### config.mk
export PLATFORM = sky130hd
export DESIGN_NAME = svs_top
export DESIGN_NICKNAME = d
export VERILOG_FILES = /design/src/rtl/svs_pkg.sv /design/src/rtl/svs_sync.sv /design/src/rtl/svs_top.sv
export VERILOG_INCLUDE_DIRS = /design/src /design/src/rtl
export SDC_FILE = /design/constraint.sdc
export NUM_CORES = 1
export LEC_CHECK = 0
export ABC_AREA = 1
export BUFFER_PORTS_ARGS = -buffer_cell sky130_fd_sc_hd__buf_2
export CAP_MARGIN = 20
export CORE_UTILIZATION = 36
export DETAILED_ROUTE_END_ITERATION = 10
export HOLD_SLACK_MARGIN = 0.08
export PLACE_DENSITY = 0.76
export SLEW_MARGIN = 20
export SYNTH_ARGS = -nofsm -noshare
export SYNTH_HDL_FRONTEND = slang
export SYNTH_SLANG_ARGS = --single-unit
export TNS_END_PERCENT = 10
### constraint.sdc
create_clock -name sys_clk -period 1.1 [get_ports sys_clk]
set_input_delay 0.22 -clock sys_clk [delete_from_list [all_inputs] [get_ports sys_clk]]
set_output_delay 0.22 -clock sys_clk [all_outputs]
set_load 0.05 [all_outputs]
### src/rtl/svs_consts.svh
// Purpose: Offsets, field positions, reset values and times of the supply supervisor
// Assumes: Included by bare name; definitions only
// Notes: Offsets are register indices; byte address is four times the index
`ifndef SVS_CONSTS_SVH
`define SVS_CONSTS_SVH

`define SVS_IDX_CTRL 16'hffbe
`define SVS_IDX_LEVEL 16'hffbf
`define SVS_IDX_CAUSE 16'hffac

`define SVS_CTRL_CMP_EN 7
`define SVS_CTRL_REF_EN 4
`define SVS_CTRL_MODE 1
`define SVS_CTRL_FLAG 0
`define SVS_CTRL_RESET 8'h00

`define SVS_LEVEL_W 3
`define SVS_LEVEL_RESET 3'h0
`define SVS_LEVEL_MAX_FULL 3'h6
`define SVS_LEVEL_MAX_REDUCED 3'h4

`define SVS_CAUSE_UV 0
`define SVS_CAUSE_CLKMON 1
`define SVS_CAUSE_WDT 4
`define SVS_CAUSE_RESET 8'h00

`define SVS_POC_LOW_MV 2850
`define SVS_POC_HIGH_MV 3500
`define SVS_CMP_SETTLE_US 200
`define SVS_REF_SETTLE_US 2000

`endif

### src/rtl/svs_pkg.sv
// Purpose: Types shared by the supply supervisor
// Assumes: Nothing
// Notes: Constants live in svs_consts.svh
package svs_pkg;
   typedef enum {SVS_POC_OFF, SVS_POC_LOW, SVS_POC_HIGH} svs_poc_e;
   typedef logic [7:0] svs_byte_t;
endpackage

### src/rtl/svs_sync.sv
// Purpose: Two-flop synchroniser for asynchronous comparator levels
// Assumes: Inputs are slow levels, not pulses
// Notes: First stage is read by the second stage only
`timescale 1ns/10ps
`default_nettype none

module svs_sync #(
   parameter int WIDTH = 2
) (
   input wire logic sys_clk, // System clock
   input wire logic rstn, // Async reset, active low
   input wire logic [WIDTH-1:0] d_async, // Raw levels
   output logic [WIDTH-1:0] q_sync // Synchronised levels
);
   logic [WIDTH-1:0] meta;

   generate
      if (WIDTH < 1)
      begin : g_chk
         $error("svs_sync WIDTH must be at least 1");
      end
   endgenerate

   always_ff @(posedge sys_clk or negedge rstn)
   begin
      if (!rstn)
      begin
         meta <= '0;
         q_sync <= '0;
      end
      else
      begin
         meta <= d_async;
         q_sync <= meta;
      end
   end
endmodule

`default_nettype wire

### src/rtl/svs_top.sv
// Purpose: Digital side of the supply supervisor: power-on clear and undervoltage detector
// Assumes: Comparator outputs are asynchronous levels; watchdog and clock monitor
//          requests are one-cycle pulses on sys_clk
// Notes: APB slave with zero wait states; rstn models power-up and external reset
//
// Local design decision: register access over APB.
`timescale 1ns/10ps
`default_nettype none
`include "svs_consts.svh"

// What this block does
// - Power-on clear raises internal reset when enabled
// - Build option: clear off, low or high
// - Power-on clear zeroes the whole cause register
// - Other sources set only their own flag
// - Undervoltage reset sets cause bit zero
// - Control bits 7,4,1,0; others read zero
// - Comparator enable starts or stops detection
// - Reference enable switches the reference generator
// - Mode picks interrupt or reset when low
// - Flag shows supply below level, else zero
// - Flag bit is read-only
// - Non-undervoltage resets clear the control fields
// - Reference enable locked when clear is built in
// - Interrupt follows flag in enabled interrupt mode
// - Seven levels, five on reduced grade
// - Detection keeps working in stop mode
// - Level register: three-bit code, 111 prohibited
module svs_top #(
   parameter svs_pkg::svs_poc_e POC_CONFIG = svs_pkg::SVS_POC_LOW, // Power-on clear option
   parameter bit REDUCED_GRADE = 1'b0 // Reduced temperature grade part
) (
   input wire logic sys_clk, // System clock, 125 MHz
   input wire logic rstn, // Async reset, active low
   input wire logic psel, // APB select
   input wire logic penable, // APB enable
   input wire logic pwrite, // APB direction
   input wire logic [17:0] paddr, // APB byte address
   input wire logic [31:0] pwdata, // APB write data
   input wire logic [3:0] pstrb, // APB write strobes
   output logic [31:0] prdata, // APB read data
   output logic pready, // APB ready
   output logic pslverr, // APB error on unmapped address
   input wire logic poc_below_raw, // Clear comparator: supply under its voltage
   input wire logic uv_below_raw, // Detector comparator: supply under threshold
   input wire logic wdt_reset_req, // Watchdog reset pulse
   input wire logic clkmon_reset_req, // Clock monitor reset pulse
   input wire logic stop_mode, // Device in stop mode
   output logic internal_reset, // Internal reset to the device, active high
   output logic undervoltage_irq, // Undervoltage interrupt request
   output logic comparator_run, // Analog comparator enable
   output logic reference_run, // Analog reference generator enable
   output logic [2:0] undervoltage_threshold // Selected detection level code
);
   localparam bit POC_ON = (POC_CONFIG != svs_pkg::SVS_POC_OFF);
   localparam logic [2:0] LEVEL_MAX = REDUCED_GRADE ? `SVS_LEVEL_MAX_REDUCED :
      `SVS_LEVEL_MAX_FULL;

   // Reduced grade parts cannot run with the low clear threshold
   generate
      if (REDUCED_GRADE && (POC_CONFIG == svs_pkg::SVS_POC_LOW))
      begin : g_chk
         $error("svs_top: low clear threshold not allowed on reduced grade");
      end
   endgenerate

   logic [1:0] cmp_sync;
   logic poc_s;
   logic uv_s;
   logic comparator_enable;
   logic reference_enable;
   logic response_mode_select;
   svs_pkg::svs_byte_t reset_cause_register;
   svs_pkg::svs_byte_t next_cause;
   logic [2:0] level_code;

   svs_sync #(
      .WIDTH(2)
   ) u_sync (
      .sys_clk(sys_clk),
      .rstn(rstn),
      .d_async({poc_below_raw, uv_below_raw}),
      .q_sync(cmp_sync)
   );

   assign poc_s = cmp_sync[1];
   assign uv_s = cmp_sync[0];

   // Detection has no stop-mode gate at all, so it runs on in stop mode
   wire stop_ignored = stop_mode;
   wire poc_event = POC_ON && poc_s;
   wire below_level_flag = comparator_enable && uv_s;
   wire uv_reset_req = below_level_flag && response_mode_select;
   wire uv_irq_req = below_level_flag && !response_mode_select;
   wire other_reset = poc_event || wdt_reset_req || clkmon_reset_req;

   // APB decode
   wire setup = psel && !penable;
   wire access_ok = psel && penable && pready;
   wire hit_ctrl = (paddr[17:2] == `SVS_IDX_CTRL);
   wire hit_level = (paddr[17:2] == `SVS_IDX_LEVEL);
   wire hit_cause = (paddr[17:2] == `SVS_IDX_CAUSE);
   wire hit_any = hit_ctrl || hit_level || hit_cause;
   wire wr_low = access_ok && pwrite && pstrb[0];
   wire ctrl_wr = wr_low && hit_ctrl && !uv_reset_req;
   wire level_wr = wr_low && hit_level;
   wire cause_rd = access_ok && !pwrite && hit_cause;
   wire level_ok = (pwdata[2:0] <= LEVEL_MAX);

   wire [7:0] ctrl_rd = {comparator_enable, 2'h0, reference_enable, 2'h0,
      response_mode_select, below_level_flag};
   wire [7:0] level_rd = {5'h00, level_code};
   wire [7:0] rd_byte = hit_ctrl ? ctrl_rd :
      hit_level ? level_rd :
      hit_cause ? reset_cause_register : 8'h00;

   always_ff @(posedge sys_clk or negedge rstn)
   begin
      if (!rstn)
      begin
         pready <= 1'b0;
         pslverr <= 1'b0;
         prdata <= 32'h0000_0000;
      end
      else
      begin
         pready <= setup;
         pslverr <= setup && !hit_any;
         prdata <= setup ? {24'h00_0000, rd_byte} : 32'h0000_0000;
      end
   end

   // Control fields survive an undervoltage reset but not any other
   always_ff @(posedge sys_clk or negedge rstn)
   begin
      if (!rstn)
      begin
         comparator_enable <= 1'b0;
         reference_enable <= 1'b0;
         response_mode_select <= 1'b0;
      end
      else if (other_reset)
      begin
         comparator_enable <= 1'b0;
         reference_enable <= 1'b0;
         response_mode_select <= 1'b0;
      end
      else if (ctrl_wr)
      begin
         comparator_enable <= pwdata[`SVS_CTRL_CMP_EN];
         reference_enable <= POC_ON ? 1'b0 : pwdata[`SVS_CTRL_REF_EN];
         response_mode_select <= pwdata[`SVS_CTRL_MODE];
         // Flag bit of the write data is dropped here
      end
   end

   always_ff @(posedge sys_clk or negedge rstn)
   begin
      if (!rstn)
      begin
         level_code <= `SVS_LEVEL_RESET;
      end
      else if (other_reset)
      begin
         level_code <= `SVS_LEVEL_RESET;
      end
      else if (level_wr && level_ok)
      begin
         // Prohibited codes are refused so the level stays valid
         level_code <= pwdata[2:0];
      end
   end

   // Reading the cause register clears it; a new cause in that cycle still lands
   always_comb
   begin
      next_cause = reset_cause_register;
      if (poc_event)
      begin
         next_cause = `SVS_CAUSE_RESET;
      end
      else
      begin
         if (cause_rd)
         begin
            next_cause = `SVS_CAUSE_RESET;
         end
         if (uv_reset_req)
         begin
            next_cause[`SVS_CAUSE_UV] = 1'b1;
         end
         if (clkmon_reset_req)
         begin
            next_cause[`SVS_CAUSE_CLKMON] = 1'b1;
         end
         if (wdt_reset_req)
         begin
            next_cause[`SVS_CAUSE_WDT] = 1'b1;
         end
      end
   end

   always_ff @(posedge sys_clk or negedge rstn)
   begin
      if (!rstn)
      begin
         reset_cause_register <= `SVS_CAUSE_RESET;
      end
      else
      begin
         reset_cause_register <= next_cause;
      end
   end

   // Reset is held high through the async reset, which covers power-up
   always_ff @(posedge sys_clk or negedge rstn)
   begin
      if (!rstn)
      begin
         internal_reset <= 1'b1;
         undervoltage_irq <= 1'b0;
         reference_run <= 1'b0;
         comparator_run <= 1'b0;
         undervoltage_threshold <= `SVS_LEVEL_RESET;
      end
      else
      begin
         internal_reset <= poc_event || uv_reset_req || wdt_reset_req ||
            clkmon_reset_req;
         undervoltage_irq <= uv_irq_req;
         // With the clear built in, the reference runs permanently
         reference_run <= POC_ON || reference_enable;
         comparator_run <= comparator_enable;
         undervoltage_threshold <= level_code;
      end
   end
endmodule

`default_nettype wire

; Word-level counts from Yosys, hierarchy flattened
; Index checks and enable logic that the tools add are counted.
[classes]
n_reduce_logical = 33
n_mux = 17
order_cmp = 1
eq_ne = 3
[op_table]
columns = operator, count
row1 = $eq A16 B16 Y1 const B, 3
row2 = $mux W8, 6
row3 = $logic_and A1 B1 Y1, 15
row4 = $mux W1, 9
row5 = $reduce_bool A3 Y1, 3
row6 = $logic_or A1 B1 Y1, 7
row7 = $mux W3, 2
row8 = $reduce_bool A2 Y1, 3
row9 = $logic_not A1 Y1, 5
row10 = $le A3 B3 Y1 const B, 1
[totals]
input_bits = 64
register_bits = 35
out_inout_bits = 41
elab_cells = 72

; Logic depth before layout (Yosys ltp)
; Gate-level depths: netlist (run 1).
[depth]
ltp_word = 8
depth_mapped = 9
mapped_depth_nobuf = 9

; Hierarchy
; Synthesis (run 1) repeated with hierarchy kept, for this count alone.
[hier_totals]
cells_unflattened = 163
hier_area_um2 = 1376.3
[by_module_without_submodules]
columns = mod, seq_area_each_um2, area_per_inst_um2, cells_per_inst, n_inst
row1 = svs_top, 551.8, 1276.2, 159, 1
row2 = svs_sync, 100.1, 100.1, 4, 1

; Least setup slack after synthesis (run 1)
; OpenSTA, ideal clock, no wires.
[synth_path]
path_type = register -> register
start = register pready
end = register comparator_enable
path_slack_ns = -0.317
required_time_ns = 0.978
setup_time_ns = 0.122
period_less_slack_ns = 1.417
path_buffers = 0
path_stages_with_launch = 8
arrival_ns = 1.295
path_cell_list = dfrtp_1 > nand3_1 > nor2_2 > inv_1 > nor2_1 > nand2_1 > nand3_1 > o21ai_1
[synth_between]
elab_chain_len = 6
[synth_lines]
columns = element, line_no
row1 = start: declaration, svs_top.sv:42  ; output logic pready,
row2 = start signal: assignment, svs_top.sv:127  ; pready <= setup;
row3 = $logic_and A1 B1 Y1, svs_top.sv:99  ; wire access_ok = psel && penable && pready;
row4 = $logic_and A1 B1 Y1 (2 in series), svs_top.sv:104  ; wire wr_low = access_ok && pwrite && pstrb[0];
row5 = $logic_and A1 B1 Y1 (2 in series), svs_top.sv:105  ; wire ctrl_wr = wr_low && hit_ctrl && !uv_reset_req;
row6 = $reduce_bool A2 Y1 (no line), n/a
row7 = end signal: assignment, svs_top.sv:150  ; comparator_enable <= pwdata[`SVS_CTRL_CMP_EN];
row8 = end: declaration, svs_top.sv:70  ; logic comparator_enable;
; No other way between the ends.
; A chain may end at the register's enable or synchronous reset.

; Worst setup path in the final report (run 1)
[layout_path]
start = register internal_reset
end = output port internal_reset
[layout_lines]
columns = element, line_no
row1 = start: declaration, svs_top.sv:49  ; output logic internal_reset,
row2 = start signal: assignment, svs_top.sv:228  ; internal_reset <= poc_event || uv_reset_req || wdt_reset_req ||
; No word-level cell between the ends.

==> impl_table.tex, run 1 <==
\begin{tabular}{lr}
\hline
Metric & Value \\
\hline
\multicolumn{2}{l}{\textbf{Global route}} \\
\quad Pin count of the biggest net entering global routing & 17 \\
\quad Number of global-route vias before repair & between 1,000 and 1,500 \\
\quad Initial antenna violation count & 0 \\
\quad Final global-route overflow total & 0 \\
\quad Wire length of the first global-routing pass & approximately 4300 um \\
\quad Global routing usage summed across all routing layers & 0.137 \\
\multicolumn{2}{l}{\textbf{Clocking}} \\
\quad Number of post-CTS setup repair buffers & 0 \\
\quad Maximum buffer depth of the clock tree & 2 \\
\quad CTS H-tree lvls & 1 \\
\quad CTS tree & done \\
\quad Clock latency on the worst-skew pair & 0.27 ns \\
\quad Cts bufs inserted & 3 \\
\quad Worst-path clk slew & 0.09 ns \\
\quad Root cell of the clock tree & sky130\_fd\_sc\_hd\_\_clkbuf\_8 \\
\quad Clock Sinks & 26 \\
\multicolumn{2}{l}{\textbf{Synth}} \\
\quad Area of the mapped netlist & approximately 1400 um2 \\
\quad Top cell types by occurrence after synthesis & sky130\_fd\_sc\_hd\_\_nand2\_1 (31), sky130\_fd\_sc\_hd\_\_buf\_4 (27), sky130\_fd\_sc\_hd\_\_dfrtp\_1 (25) \\
\quad Leading register cell type out of synthesis & sky130\_fd\_sc\_hd\_\_dfrtp\_1 \\
\quad Area fraction of the dominant cell type after synthesis & 0.439 \\
\quad Sequential fraction of the synthesis area & 0.457 \\
\quad Seq cells post-synth & 26 \\
\quad Top-count cell post-synth & sky130\_fd\_sc\_hd\_\_nand2\_1 \\
\quad Post-synthesis instance total & 166 \\
\quad Distinct cell type count after synthesis & 21 \\
\quad Mean cell area of the mapped netlist & 8.59 um2 \\
\quad Biggest area consumer among synthesized cells & sky130\_fd\_sc\_hd\_\_dfrtp\_1 \\
\quad Top post-synthesis cells by area & sky130\_fd\_sc\_hd\_\_dfrtp\_1 (44\%), sky130\_fd\_sc\_hd\_\_buf\_4 (14\%), sky130\_fd\_sc\_hd\_\_nand2\_1 (8.2\%), sky130\_fd\_sc\_hd\_\_inv\_1 (5.8\%), sky130\_fd\_sc\_hd\_\_nor2\_8 (4.2\%) \\
\quad Number of flops mapped to enable cells by yosys & 0 \\
\quad Asr flop ratio synth & 1.00 \\
\quad Total number of yosys warnings & 0 \\
\multicolumn{2}{l}{\textbf{Layout}} \\
\quad Fraction of layout cells with a size suffix above 1 & 0.381 \\
\quad Non-filler instance count after layout & about 270 \\
\quad Number of fillers in the final layout & 380 \\
\quad Layout area overhead & 30.2\% \\
\quad Nets@finish & 291 \\
\quad Antenna fix cells & 0 \\
\multicolumn{2}{l}{\textbf{Power and ir drop}} \\
\quad Reported leakage power & 1.09 nW \\
\quad Clk pwr share & 0.354 \\
\quad Share of power burned in combinational logic & 0.194 \\
\quad Part of the power in registers & 0.452 \\
\quad Peak ir drop on the vdd network & 0.478 mV \\
\quad Switching part of the total & 0.286 \\
\quad P\_sw & around 620 uW \\
\quad Internal power of the cells & about 1.6 mW \\
\quad Cell area power density & 1170 nW/um2 \\
\multicolumn{2}{l}{\textbf{Place}} \\
\quad Post-Place Worst Slack & -0.0856 ns \\
\quad Half-perimeter wire length after detailed placement & 2060 um \\
\quad Buffers added on ports & 43 \\
\quad Placed insts & 267 \\
\quad Routability congestion estimate from global placement & 0.821 \\
\multicolumn{2}{l}{\textbf{Detailed routing}} \\
\quad Final ANT Viol Nets & 0 \\
\quad Final wirelength & 2480 um \\
\quad Initial DRC Count & 26 \\
\quad DRC errors left & 0 \\
\quad Average routed wire per standard cell & 9.07 um \\
\quad First-pass detailed-route iteration total & 4 \\
\quad Via count & 1,134 \\
\quad Post-detailed-route via-to-cell ratio & around 4.1 \\
\multicolumn{2}{l}{\textbf{Job}} \\
\quad Number of maximum-capacitance constraint violations & 0 \\
\multicolumn{2}{l}{\textbf{Critical path}} \\
\quad Top delay family on crit path & flip-flops \\
\quad Path type of the worst setup path & reg -> out \\
\quad Cells along the critical path & buf\_8 \\
\quad CP Data Arrival Time & approximately 0.96 ns \\
\quad Type of element capturing the critical path & output port \\
\quad CP max FO & 1 \\
\quad Critical path's largest stage delay & $\sim$0.55 ns \\
\quad Data required time of the worst path & a little under 0.9 ns \\
\quad Buffering stage count on the worst path with inverters included & 1 \\
\quad Crit-path slowest cell & sky130\_fd\_sc\_hd\_\_dfstp\_2 \\
\quad Startpoint kind of the worst setup timing path & flip-flop \\
\multicolumn{2}{l}{\textbf{Timing}} \\
\quad RSZ-0062 raised after global routing & true \\
\quad Min cycle time layout & 1.18 ns \\
\quad Clock Skews & just over 0.004 ns \\
\quad Final-report hold violation count & 0 \\
\quad Final setup viols & 1 \\
\quad Final Cycle Share & 1.07 \\
\quad Worst Slack Setup Final & -0.0792 ns \\
\quad Achievable clock frequency & 848 MHz \\
\quad Final number of max-transition violations & 0 \\
\multicolumn{2}{l}{\textbf{Floorplan}} \\
\quad Row Count & 22 \\
\quad IO Count & 105 \\
\quad Placeable Area & approximately 3700 um2 \\
\quad Die boundary width & 64.9 um \\
\quad Starting density of the core & 0.381 \\
\quad Die outline area & 4220 um2 \\
\quad Chip height & 64.9 um \\
\multicolumn{2}{l}{\textbf{Status}} \\
\quad Outcome & complete, but fails checks \\
\quad Violations in the final reports & setup timing \\
\multicolumn{2}{l}{\textbf{Worst hold path}} \\
\quad Kind of path behind the tightest hold check & in -> reg \\
\hline
\end{tabular}
-- registers in the layout, indices dropped and copies added, names as in the netlist --
name,count
prdata,5
level_code,3
reset_cause_register,3
undervoltage_threshold,3
u_sync.meta,2
u_sync.q_sync,2
comparator_enable,1
comparator_run,1
internal_reset,1
pready,1
pslverr,1
reference_run,1
response_mode_select,1
undervoltage_irq,1
-- kinds of logic (layout without fill, tap and decap cells) --
| group | after synthesis | count (layout) | synth area share |
|---|---|---|---|
| and+or+nand+nor | 78 | 78 | 0.301 |
| other | 2 | 28 | 0.00527 |
| buffers and inverters | 51 | 85 | 0.205 |
| AOI/OAI and AO/OA | 9 | 9 | 0.0316 |
| DFF | 26 | 26 | 0.457 |
-- power groups by stage --
stage	clock network (mW)	registers, mW	logic [mW]
floorplan	0	1.03	0.340
global placement	0	1.00	0.398
detailed placement	0	1.00	0.404
CTS	0.798	0.984	0.417
global route	0.837	0.987	0.457
finish	0.772	0.985	0.423
-- worst reg2reg max path, delay by kind of cell (launching register included) --
kind	cells	cell delay (ns)
buf+inv	1	0.06
simple gates	5	0.44
flops	1	0.40
compound gates	1	0.07
-- cell usage in the layout, fill, tap and decap left out, types with 3 or more instances in the layout --
cell type,count
sky130_fd_sc_hd__a21oi_1,7
sky130_fd_sc_hd__buf_2,32
sky130_fd_sc_hd__buf_4,15
sky130_fd_sc_hd__clkbuf_4,5
sky130_fd_sc_hd__clkbuf_8,3
sky130_fd_sc_hd__conb_1,28
sky130_fd_sc_hd__dfrtp_1,24
sky130_fd_sc_hd__dlygate4sd3_1,3
sky130_fd_sc_hd__inv_1,21
sky130_fd_sc_hd__nand2_1,30
sky130_fd_sc_hd__nand2_2,5
sky130_fd_sc_hd__nand3_1,9
sky130_fd_sc_hd__nand4_1,3
sky130_fd_sc_hd__nor2_1,12
sky130_fd_sc_hd__nor2_2,6
sky130_fd_sc_hd__nor2_4,3
sky130_fd_sc_hd__nor2_8,3
-- final timing paths --
kind,cells past startpoint,to,slack [ns],startpoint
max in group asynchronous,3,internal_reset,0.24,rstn
min in group asynchronous,2,prdata[7],0.38,rstn
max reg2reg,7,response_mode_select,0.01,pready
max,1,internal_reset,-0.08,internal_reset
min reg2reg,0,u_sync.q_sync[1],0.35,u_sync.meta[1]
min,3,comparator_enable,0.18,pwdata[7]
-- per-layer routing --
metal  GRT usage  part of all wire
met1       0.149              0.39
met2       0.238              0.53
met3      0.0246             0.057
met4      0.0944             0.029
met5           0                 0
-- stage by stage --
| step | cell area, um2 | setup TNS [ns] | power [mW] | util | hold WS (ns) |
|---|---|---|---|---|---|
| 4_1_cts | 1800 | -0.223 | 2.20 | 0.482 | 0.172 |
| 2_1_floorplan | 1530 | -0.427 | 1.37 | - | -0.0756 |
| 5_1_grt | 1860 | -0.269 | 2.28 | 0.496 | 0.164 |
| 3_5_place_dp | 1690 | -0.638 | 1.41 | 0.451 | 0.149 |
| 3_3_place_gp | 1690 | -0.347 | 1.40 | 0.451 | 0.149 |
| 6_report | 1860 | -0.0792 | 2.18 | 0.496 | 0.180 |
-- timing repair --
| action | CTS | global route |
|---|---|---|
| pin swaps | 0 | 3 |
| endpoints found under the setup margin | 7 | 16 |
| resized for setup | 5 | 21 |
| hold buffers | 3 | 0 |
| hold endpoints to repair | 15 | 0 |
-- layout make-up --
type                            instances  area (um2)  share of cell area
Clock buffer                            3        41.3              0.0222
Clock inverter                          1        30.0              0.0162
Inverter                               24        93.8              0.0505
Multi-Input combinational cell        115         612               0.330
Sequential cell                        26         653               0.352
Tap cell                               48        60.1              0.0323
Timing Repair Buffer                   57         367               0.197
Note: power is estimated with default switching activity, not from simulation.
==> run 2: changes to the inputs <==
RECOVER_POWER = 50   (was not set)
==> run 2 against run 1 <==
  * The flow still finishes with violations (setup timing)
  * Routed wire length is essentially flat
  * Core utilization shrank 0.30 points
  * Worst hold slack gained 0.00056 ns
  * Critical path depth is the same
  * Count of clock-buffer cells in the layout is the same
  * Final area shrank 0.61%
  * Via count grew 0.26%
  * Cell count is the same
  * Global-route usage is the same
  * Critical endpoint unchanged
  * Largest cell class unchanged
  * Largest power group unchanged
==> impl_table.tex, run 2 (synthesis gave the netlist of run 1 again) <==
\begin{tabular}{lr}
\hline
Metric & Value \\
\hline
\multicolumn{2}{l}{\textbf{Floorplan}} \\
\quad Starting density of the core & 0.381 \\
\quad Die outline area & 4220 um2 \\
\quad Die boundary width & 64.9 um \\
\quad Row Count & 22 \\
\quad Chip height & 64.9 um \\
\quad Placeable Area & roughly 3700 um2 \\
\quad IO Count & 105 \\
\multicolumn{2}{l}{\textbf{Critical path}} \\
\quad CP Data Arrival Time & around 0.96 ns \\
\quad Cells along the critical path & buf\_8 \\
\quad Buffering stage count on the worst path with inverters included & 1 \\
\quad Worst setup slack for register-to-register paths & 0.01 ns \\
\quad CP max FO & 1 \\
\quad Path type of the worst setup path & reg -> out \\
\quad Startpoint kind of the worst setup timing path & flip-flop \\
\quad Top delay family on crit path & flip-flops \\
\quad Crit-path slowest cell & sky130\_fd\_sc\_hd\_\_dfstp\_2 \\
\quad Type of element capturing the critical path & output port \\
\quad Critical path's largest stage delay & 0.55 ns \\
\quad Data required time of the worst path & 0.88 ns \\
\multicolumn{2}{l}{\textbf{Timing}} \\
\quad RSZ-0062 raised after global routing & true \\
\quad Worst-case hold slack & approximately 0.18 ns \\
\quad Achievable clock frequency & 848 MHz \\
\quad Final-report hold violation count & 0 \\
\quad Final setup viols & 1 \\
\quad Min cycle time layout & 1.18 ns \\
\quad Worst Slack Setup Final & -0.0787 ns \\
\quad Final Cycle Share & 1.07 \\
\quad Final number of max-transition violations & 0 \\
\quad Clock Skews & 0.00397 ns \\
\multicolumn{2}{l}{\textbf{Global route}} \\
\quad Wire length of the first global-routing pass & 4320 um \\
\quad Final global-route overflow total & 0 \\
\quad Number of global-route vias before repair & approximately 1,100 \\
\quad Initial antenna violation count & 0 \\
\quad Global routing usage summed across all routing layers & 0.137 \\
\quad Pin count of the biggest net entering global routing & 17 \\
\multicolumn{2}{l}{\textbf{Layout}} \\
\quad Most flop-heavy register & prdata \\
\quad Flip-flop count of the largest register, all copies and words added & 5 \\
\quad Antenna fix cells & 0 \\
\quad Share of the core filled with cells & 0.493 \\
\quad Leading cell type in the layout, fill and taps excluded & sky130\_fd\_sc\_hd\_\_buf\_2 \\
\quad Layout area overhead & 29.4\% \\
\quad Number of fillers in the final layout & 383 \\
\quad Fraction of layout cells with a size suffix above 1 & 0.367 \\
\quad Top library cells by usage in the layout, fill and taps aside & sky130\_fd\_sc\_hd\_\_buf\_2 (31), sky130\_fd\_sc\_hd\_\_nand2\_1 (30), sky130\_fd\_sc\_hd\_\_conb\_1 (28), sky130\_fd\_sc\_hd\_\_dfrtp\_1 (24), sky130\_fd\_sc\_hd\_\_inv\_1 (21) \\
\quad Nets@finish & 291 \\
\multicolumn{2}{l}{\textbf{Clocking}} \\
\quad Clock latency on the worst-skew pair & $\sim$0.27 ns \\
\quad Clock Sinks & 26 \\
\quad Cts bufs inserted & 3 \\
\quad Maximum buffer depth of the clock tree & 2 \\
\quad Root cell of the clock tree & sky130\_fd\_sc\_hd\_\_clkbuf\_8 \\
\quad CTS H-tree lvls & 1 \\
\quad CTS tree & done \\
\quad Number of post-CTS setup repair buffers & 0 \\
\quad Worst-path clk slew & 0.09 ns \\
\multicolumn{2}{l}{\textbf{Detailed routing}} \\
\quad Routed metal-1 wire length & 962 um \\
\quad First-pass detailed-route iteration total & 4 \\
\quad Final ANT Viol Nets & 0 \\
\quad Initial DRC Count & 24 \\
\quad Uppermost signal routing layer after detailed routing & met4 \\
\quad Post-detailed-route via-to-cell ratio & 4.15 \\
\quad DR WL met2 & $\sim$1300 um \\
\quad Average routed wire per standard cell & a little over 9 um \\
\quad Met3 Routed Length & between 100 and 150 um \\
\quad Final wirelength & 2490 um \\
\quad DRC errors left & 0 \\
\quad Via count & 1,137 \\
\multicolumn{2}{l}{\textbf{Power and ir drop}} \\
\quad Peak ir drop on the vdd network & 0.478 mV \\
\quad Reported leakage power & approximately 1.1 nW \\
\quad Cell area power density & 1180 nW/um2 \\
\multicolumn{2}{l}{\textbf{Status}} \\
\quad Violations in the final reports & setup timing \\
\quad Outcome & complete, but fails checks \\
\multicolumn{2}{l}{\textbf{Job}} \\
\quad Number of maximum-capacitance constraint violations & 0 \\
\multicolumn{2}{l}{\textbf{Place}} \\
\quad Half-perimeter wire length after detailed placement & 2060 um \\
\quad Buffers added on ports & 43 \\
\quad Routability congestion estimate from global placement & 0.821 \\
\multicolumn{2}{l}{\textbf{Worst hold path}} \\
\quad Kind of path behind the tightest hold check & in -> reg \\
\hline
\end{tabular}
==> run 2: changes by cell type in the layout (fill, tap and decap cells not counted), sizes merged <==
| cell | before | now |
|---|---|---|
| clkbuf | 8 | 13 |
| buf | 49 | 44 |
==> run 2: layout make-up <==
class                      count  area [um2]  share of cell area
sequential                    26         653               0.354
multi-input combinational    115         612               0.332
timing repair buffer          57         355               0.193
inverter                      24        93.8              0.0508
tap                           48        60.1              0.0325
clock buffer                   3        41.3              0.0224
clock inverter                 1        30.0              0.0163
==> run 2: worst register-to-register path, delay by kind of cell, from the launching register on <==
family | cells | cell delay [ns]
AOI/OAI and AO/OA | 1 | 0.07
buffers and inverters | 1 | 0.06
DFF | 1 | 0.40
and+or+nand+nor | 5 | 0.44
==> run 2: path summary, 6_finish.rpt <==
path | from | end | depth (start not counted)
setup / recovery | internal_reset | internal_reset | 1
hold / removal | clkmon_reset_req | reset_cause_register[1] | 3
setup reg to reg | pready | response_mode_select | 7
hold reg to reg | u_sync.meta[1] | u_sync.q_sync[1] | 0
max in group asynchronous | rstn | internal_reset | 3
min in group asynchronous | rstn | prdata[7] | 2
==> run 2: stage by stage <==
step                      TNS, ns  power, mW  std cells  cell area (um2)  worst slack [ns]
after floorplan            -0.427       1.37        192             1530            -0.114
after global placement     -0.347       1.40        267             1690           -0.0532
after detailed placement   -0.638       1.41        267             1690           -0.0856
after CTS                  -0.223       2.20        274             1800           -0.0910
after global routing       -0.269       2.28        274             1850            -0.102
final                     -0.0787       2.18        274             1850           -0.0787
==> run 2: layer usage <==
metal  vias up  track usage
met5         -            0
met4         0       0.0944
met3         6       0.0246
met2        45        0.238
met1       516        0.149
li1        570            -
==> run 2: report_power, final <==
part | switching (mW) | total, mW | internal [mW] | leakage [nW]
Combinational | 0.329 | 0.420 | 0.0911 | 0.702
Sequential | 0.00910 | 0.985 | 0.976 | 0.342
Clock | 0.285 | 0.772 | 0.486 | 0.0357
Total | 0.623 | 2.18 | 1.55 | 1.08
==> run 2: what timing repair did <==
| item | in CTS | in global routing |
|---|---|---|
| hold buffers | 3 | 0 |
| pin swaps | 0 | 3 |
| resized for setup | 5 | 21 |
| endpoints found under the setup margin | 7 | 16 |
| hold endpoints to repair | 15 | 0 |
